`src/core/dcsu_map.vh`:
```
// bit positions, reset values and timing constants of the upper control_status bits
`ifndef DCSU_MAP_VH
`define DCSU_MAP_VH
`define DCSU_BIT_IE      6
`define DCSU_BIT_READY   7
`define DCSU_BIT_CYCLE   8
`define DCSU_BIT_STAT_A  9
`define DCSU_BIT_STAT_B  10
`define DCSU_BIT_STAT_C  11
`define DCSU_BIT_MAINTENANCE_BIT   12
`define DCSU_BIT_ATTENTION_INPUT    13
`define DCSU_BIT_NEX     14
`define DCSU_BIT_ERROR   15
`define DCSU_TIMEOUT_NS  15000
`define DCSU_CLK_NS      10
`define DCSU_SYNC_RESET  2'h0
`define DCSU_RST_IE      1'b0
`define DCSU_RST_READY   1'b1
`define DCSU_RST_CYCLE   1'b0
`define DCSU_RST_MAINTENANCE_BIT   1'b0
`define DCSU_RST_NEX     1'b0
`define DCSU_RST_ERROR   1'b0
`define DCSU_RST_IMAGE   16'h0000
`endif

```
`src/core/dcsu_sync.v`:
```
// two-stage synchroniser for a group of pin inputs
`timescale 1ns/1ns
`include "dcsu_map.vh"
module dcsu_sync #(
    parameter W = 5
) (
    input  wire         clk,
    input  wire         rst_n,
    input  wire [W-1:0] d,
    output wire [W-1:0] q
);
    genvar i;
    generate
        for (i = 0; i < W; i = i + 1) begin : g_bit
            reg [1:0] s_r;
            always @(posedge clk or negedge rst_n) begin
                if (!rst_n) begin
                    s_r <= `DCSU_SYNC_RESET;
                end else begin
                    s_r <= {s_r[0], d[i]};
                end
            end
            assign q[i] = s_r[1];
        end
    endgenerate
endmodule // dcsu_sync

```
`src/core/dcsu_top.v`:
```
// upper half of the DMA control_status register with ready, nex and error logic
`include "dcsu_map.vh"
`timescale 1ns/1ns
module dcsu_top #(
    parameter TIMEOUT_CYC = `DCSU_TIMEOUT_NS / `DCSU_CLK_NS
) (
    // clock and reset
    input  wire        CLOCK,
    input  wire        RST_N,
    // bus initialize, synchronous pulse from bus logic
    input  wire        BUS_INIT,
    // register access: word write with high byte strobe, read data
    input  wire        CSR_WR_HI,
    input  wire [15:0] CSR_WDATA,
    input  wire        GO_WRITE,
    input  wire        IE_WR,
    input  wire        IE_WDATA,
    output reg  [15:0] CSR_RDATA,
    // sequencer links
    input  wire        DMA_CYCLE_ACTIVE,
    input  wire        DMA_CYCLE_END,
    input  wire        WORD_COUNT_OVERFLOW,
    input  wire        REPLY_WAIT,
    input  wire        DATIO_FAIL,
    // user device pins
    input  wire        CYCLE_REQUEST,
    input  wire        USER_STATUS_INPUT_A,
    input  wire        USER_STATUS_INPUT_B,
    input  wire        USER_STATUS_INPUT_C,
    input  wire        ATTENTION_INPUT,
    // outputs
    output reg         READY,
    output reg         ERROR,
    output reg         IRQ
);
    localparam CW = 16;

    wire [4:0] pins_s;
    dcsu_sync #(.W(5)) u_sync (
        .clk   (CLOCK),
        .rst_n (RST_N),
        .d     ({ATTENTION_INPUT, USER_STATUS_INPUT_C, USER_STATUS_INPUT_B,
                 USER_STATUS_INPUT_A, CYCLE_REQUEST}),
        .q     (pins_s)
    );
    wire       cyc_req_s = pins_s[0];
    wire [2:0] stat_s    = pins_s[3:1];
    wire       attention_input_s    = pins_s[4];

    reg          ie_r;
    reg          ready_r;
    reg          cycle_r;
    reg          maintenance_bit_r;
    reg          nex_r;
    reg          ovf_pend_r;
    reg [CW-1:0] tmo_r;
    reg          err_prev_r;
    reg          ready_prev_r;

    // next values, worked out in one place so each register below stays trivial
    reg          ie_nxt;
    reg          ready_nxt;
    reg          cycle_nxt;
    reg          maintenance_bit_nxt;
    reg          nex_nxt;
    reg          ovf_pend_nxt;
    reg          err_prev_nxt;
    reg          ready_prev_nxt;
    reg [CW-1:0] image_nxt;
    reg          irq_nxt;

    wire tmo_hit = REPLY_WAIT && (tmo_r == TIMEOUT_CYC[CW-1:0] - 16'h0001);
    wire nex_set = tmo_hit || DATIO_FAIL;
    // error combines the current causes; no latch, so it drops with them
    wire err_now = nex_r || attention_input_s;

    // reply timeout counter
    always @(posedge CLOCK or negedge RST_N) begin
        if (!RST_N) begin
            tmo_r <= 16'h0000;
        end else if (!REPLY_WAIT || tmo_hit) begin
            tmo_r <= 16'h0000;
        end else begin
            tmo_r <= tmo_r + 16'h0001;
        end
    end

    always @* begin
        ie_nxt         = ie_r;
        ready_nxt      = ready_r;
        cycle_nxt      = cycle_r;
        maintenance_bit_nxt      = maintenance_bit_r;
        nex_nxt        = nex_r;
        ovf_pend_nxt   = ovf_pend_r;
        err_prev_nxt   = err_now;
        ready_prev_nxt = ready_r;
        if (BUS_INIT) begin
            ie_nxt         = `DCSU_RST_IE;
            ready_nxt      = `DCSU_RST_READY;
            cycle_nxt      = `DCSU_RST_CYCLE;
            maintenance_bit_nxt      = `DCSU_RST_MAINTENANCE_BIT;
            nex_nxt        = `DCSU_RST_NEX;
            ovf_pend_nxt   = 1'b0;
            err_prev_nxt   = `DCSU_RST_ERROR;
            ready_prev_nxt = `DCSU_RST_READY;
        end else begin
            if (IE_WR) begin
                ie_nxt = IE_WDATA;
            end
            // overflow held until the cycle finishes
            if (WORD_COUNT_OVERFLOW && !DMA_CYCLE_END) begin
                ovf_pend_nxt = 1'b1;
            end else if (DMA_CYCLE_END) begin
                ovf_pend_nxt = 1'b0;
            end
            // set sources win over go
            if ((DMA_CYCLE_END && (ovf_pend_r || WORD_COUNT_OVERFLOW)) || err_now) begin
                ready_nxt = 1'b1;
            end else if (GO_WRITE) begin
                ready_nxt = 1'b0;
            end
            if (DMA_CYCLE_ACTIVE) begin
                cycle_nxt = 1'b0;
            end else if (cyc_req_s) begin
                cycle_nxt = 1'b1;
            end else if (CSR_WR_HI) begin
                cycle_nxt = CSR_WDATA[`DCSU_BIT_CYCLE];
            end
            if (CSR_WR_HI) begin
                maintenance_bit_nxt = CSR_WDATA[`DCSU_BIT_MAINTENANCE_BIT];
            end
            // a new fault wins over a clearing write; writing one does nothing
            if (nex_set) begin
                nex_nxt = 1'b1;
            end else if (CSR_WR_HI && !CSR_WDATA[`DCSU_BIT_NEX]) begin
                nex_nxt = 1'b0;
            end
        end
    end

    always @(posedge CLOCK or negedge RST_N) begin
        if (!RST_N) begin
            ie_r <= `DCSU_RST_IE;
        end else begin
            ie_r <= ie_nxt;
        end
    end

    always @(posedge CLOCK or negedge RST_N) begin
        if (!RST_N) begin
            ready_r <= `DCSU_RST_READY;
        end else begin
            ready_r <= ready_nxt;
        end
    end

    always @(posedge CLOCK or negedge RST_N) begin
        if (!RST_N) begin
            cycle_r <= `DCSU_RST_CYCLE;
        end else begin
            cycle_r <= cycle_nxt;
        end
    end

    always @(posedge CLOCK or negedge RST_N) begin
        if (!RST_N) begin
            maintenance_bit_r <= `DCSU_RST_MAINTENANCE_BIT;
        end else begin
            maintenance_bit_r <= maintenance_bit_nxt;
        end
    end

    always @(posedge CLOCK or negedge RST_N) begin
        if (!RST_N) begin
            nex_r <= `DCSU_RST_NEX;
        end else begin
            nex_r <= nex_nxt;
        end
    end

    always @(posedge CLOCK or negedge RST_N) begin
        if (!RST_N) begin
            ovf_pend_r <= 1'b0;
        end else begin
            ovf_pend_r <= ovf_pend_nxt;
        end
    end

    // edge history for the interrupt request; init also resets it
    always @(posedge CLOCK or negedge RST_N) begin
        if (!RST_N) begin
            err_prev_r   <= `DCSU_RST_ERROR;
            ready_prev_r <= `DCSU_RST_READY;
        end else begin
            err_prev_r   <= err_prev_nxt;
            ready_prev_r <= ready_prev_nxt;
        end
    end

    // read image; read-only bits come only from hardware sources
    always @* begin
        image_nxt                    = `DCSU_RST_IMAGE;
        image_nxt[`DCSU_BIT_IE]      = ie_r;
        image_nxt[`DCSU_BIT_READY]   = ready_r;
        image_nxt[`DCSU_BIT_CYCLE]   = cycle_r;
        image_nxt[`DCSU_BIT_STAT_A]  = stat_s[0];
        image_nxt[`DCSU_BIT_STAT_B]  = stat_s[1];
        image_nxt[`DCSU_BIT_STAT_C]  = stat_s[2];
        image_nxt[`DCSU_BIT_MAINTENANCE_BIT]   = maintenance_bit_r;
        image_nxt[`DCSU_BIT_ATTENTION_INPUT]    = attention_input_s;
        image_nxt[`DCSU_BIT_NEX]     = nex_r;
        image_nxt[`DCSU_BIT_ERROR]   = err_now;
        // request on a rising ready or rising error while enabled
        irq_nxt = ie_r && !BUS_INIT &&
                  ((ready_r && !ready_prev_r) || (err_now && !err_prev_r));
    end

    // registered outputs
    always @(posedge CLOCK or negedge RST_N) begin
        if (!RST_N) begin
            CSR_RDATA <= `DCSU_RST_IMAGE;
            READY     <= `DCSU_RST_READY;
            ERROR     <= `DCSU_RST_ERROR;
            IRQ       <= 1'b0;
        end else begin
            CSR_RDATA <= image_nxt;
            READY     <= ready_r;
            ERROR     <= err_now;
            IRQ       <= irq_nxt;
        end
    end
endmodule // dcsu_top

```
`config.mk`:
```
export PLATFORM = sky130hd
export DESIGN_NAME = dcsu_top
export DESIGN_NICKNAME = d
export VERILOG_FILES = /design/src/core/dcsu_sync.v /design/src/core/dcsu_top.v
export VERILOG_INCLUDE_DIRS = /design/src /design/src/core
export SDC_FILE = /design/constraint.sdc
export NUM_CORES = 1
export LEC_CHECK = 0
export BUFFER_PORTS_ARGS = -buffer_cell sky130_fd_sc_hd__buf_2
export CAP_MARGIN = 30
export CORE_UTILIZATION = 30
export CTS_BUF_LIST = sky130_fd_sc_hd__clkbuf_4 sky130_fd_sc_hd__clkbuf_8
export DETAILED_ROUTE_END_ITERATION = 8
export PLACE_DENSITY_LB_ADDON = 0.3
export SYNTH_ARGS = -nofsm -noshare
export SYNTH_HDL_FRONTEND = slang
export SYNTH_SLANG_ARGS = --single-unit
```
`constraint.sdc`:
```
create_clock -name CLOCK -period 1.6 [get_ports CLOCK]
set_clock_uncertainty 0.05 [all_clocks]
set_input_delay 0.16 -clock CLOCK [delete_from_list [all_inputs] [get_ports CLOCK]]
set_output_delay 0.16 -clock CLOCK [all_outputs]
set_load 0.02 [all_outputs]
```
==> metrics.txt <==
share of power burned in combinational logic=8.2%; WS Path Type=register to register; DRC errors left=0; share of cells above drive strength 1=32.4%; fin util=41.1%; #FFs+latches synth=46; Final Routed Wirelength=2960 um; clock power share=33.9%; synthesized area=1730 sq um; design internal power=0.00159 W; TritonCTS sink count=between 40 and 50; post-DR wirelength/cell=between 10 and 15 um; Routed Antenna Nets=0; GRT Overall Usage=11.0%; status=finished, final reports clean; # diodes=0; post-route setup TNS=0 ps; Cell Area, Placed=between 2000 and 2500 sq um; final setup fails=0; HP Class=input pin to register; overall die area=just over 6000 sq um; Crit path arrival time=about 1800 ps; DIE WIDTH=slightly below 80 um; Post-Syn Instances=141; Seq/Total Area, Yosys=66.9%; Seq. cell area=1150 sq um; buffer depth of the longest clock path=2; Die H=77.9 um; Switching Share=24.8%; max reg flops=16; Reg with most FFs=tmo_r; Post-synth EDFFs=0; grt ovf=0; cell depth of the worst hold path=2; register share of total power=between 50 and 60%; largest registers=tmo_r (16), CSR_RDATA (10), u_sync.g_bit.s_r (10); peak fanout along the critical path=3; multi-input combinational cell area=between 500 and 600 sq um; post-DR vias/cell=4.20; CTS Root Cell=clkbuf_8; Post-synth ARST share=100%; row count=27; Max IR drop VDD=0.368 mV; DR vias=1160; Critical Path Sink Type=register; Pwr Total=0.00211 W; Max Fclk=0.635 GHz; unrepaired setup endpoints after global routing=true; vias in the first global route=1147; detailed placer's ending HPWL=2080 um; fin area=2280 sq um; Pre-antenna DRT Iters=2; initial core utilization=a little under a third; TritonCTS clock tree=done; Max-Cap Viols=0; Syn Area/Cell=12.2 sq um; most common cell after layout, fill and taps aside=dfrtp_1; Top FF cell, synth=dfrtp_1; Pleak=1.05 nW; most frequent cells in the layout=dfrtp_1 (43), buf_2 (32), nor2_1 (23), buf_4 (16), xnor2_1 (12); GP Congestion=0.728; htree depth=2; clock latency on the worst-skew pair=300 ps; sw power=0.000524 W; Pwr per Cell Area=approximately 930 nW/um^2; Synth cell types=28; Worst EP required=1790 ps; final slew viol count=0; DRT iter0 DRCs=22; initial antenna violation count=0; I/O pin total=52; first-pass GRT wire length=5040 um; CTS Buf Count=5; Period minus WS final=1580 ps; Yosys warning count=0; Final Cycle Share=98.5%; Area Growth Syn to Fin=32.0%; IO buf count=32; final-stage net count=237; fillers=524; area of the core=around 5500 sq um; final hold vios=0; r2r worst-path depth=4; clock slew at reported path FFs=roughly 90 ps; Startpoint Class=register; largest net degree at the start of global routing=31
[critical path, cell delays in order (launching register included)]
cell     delay (ps)
dfrtp_1         390
nand2_1          80
or4_4           500
or3_1           370
a21oi_2         120
[cell families (layout without fill, tap and decap cells)]
logic type,Yosys count,count (layout),share of synthesized area [%]
AO/OA/AOI/OAI,7,7,3.12
adder cells (fa/ha/maj),1,1,0.725
buffers and inverters,15,73,5.00
multiplexers,2,2,1.16
other,1,6,0.217
AND/OR/NAND/NOR,55,55,15.8
XOR/XNOR,14,14,7.10
flip-flops,46,46,66.9
[routing by layer]
metal | wire length (um) | share of wire (%) | GRT usage, % | vias to the layer above
met5 | 0 | 0 | 0 | -
met4 | 53 | 1.8 | 5.47 | 0
met3 | 159 | 5.4 | 3.88 | 5
met2 | 1390 | 47 | 18.5 | 30
met1 | 1350 | 46 | 12.3 | 543
li1 | - | - | - | 582
[area by class of cell]
class,count,share of cell area [%]
clock buffers,5,3.02
clock inverters,3,1.04
inverters,7,1.15
multi-input cells,85,22.6
flip-flops and latches,46,50.7
well taps,72,3.95
repair buffers,58,17.6
[Yosys cell counts, drive strengths merged, types with 2 or more instances]
library cell,number,area share [%]
dfrtp,43,62
nor2,23,5.0
xnor2,12,6.1
buf,8,3.5
inv,7,1.5
nor4,7,2.5
nand2,6,1.3
nor3,5,1.4
nand3,4,1.2
nand4,4,1.8
dfstp,3,4.6
a21oi,2,0.58
mux2i,2,1.2
o21ai,2,1.2
xor2,2,1.0
[repair_timing]
action                                  CTS  global route
resized for setup                         1             1
hold endpoints to repair                 23             0
hold buffers                              8             0
buffers inserted                          1             2
endpoints found under the setup margin    1             2
[through the flow]
stage	instances	worst slack [ps]	hold slack [ps]
global placement	257	18.1	61.9
global route	276	-34.3	2.21
finish	276	24.3	9.20
CTS	274	-2.09	8.57
floorplan	146	39.6	-186
detailed placement	257	-31.7	65.1
[power groups by stage]
stage	Combinational (W)	Clock, W	Sequential (W)
3_5_place_dp	0.000162	0	0.00125
6_report	0.000174	0.000716	0.00122
5_1_grt	0.000195	0.000793	0.00123
4_1_cts	0.000178	0.000747	0.00122
3_3_place_gp	0.000160	0	0.00125
2_1_floorplan	0.0000668	0	0.00126
[worst paths after layout]
path	endpoint	slack, ps	start
setup / recovery	nex_r	20	tmo_r[4]
hold / removal	ready_r	9	GO_WRITE
setup reg to reg	nex_r	20	tmo_r[4]
hold reg to reg	u_sync.g_bit[3].s_r[1]	310	u_sync.g_bit[3].s_r[0]
max in group asynchronous	READY	690	RST_N
min in group asynchronous	ovf_pend_r	260	RST_N
No activity file was read; power rests on OpenSTA's default activity.
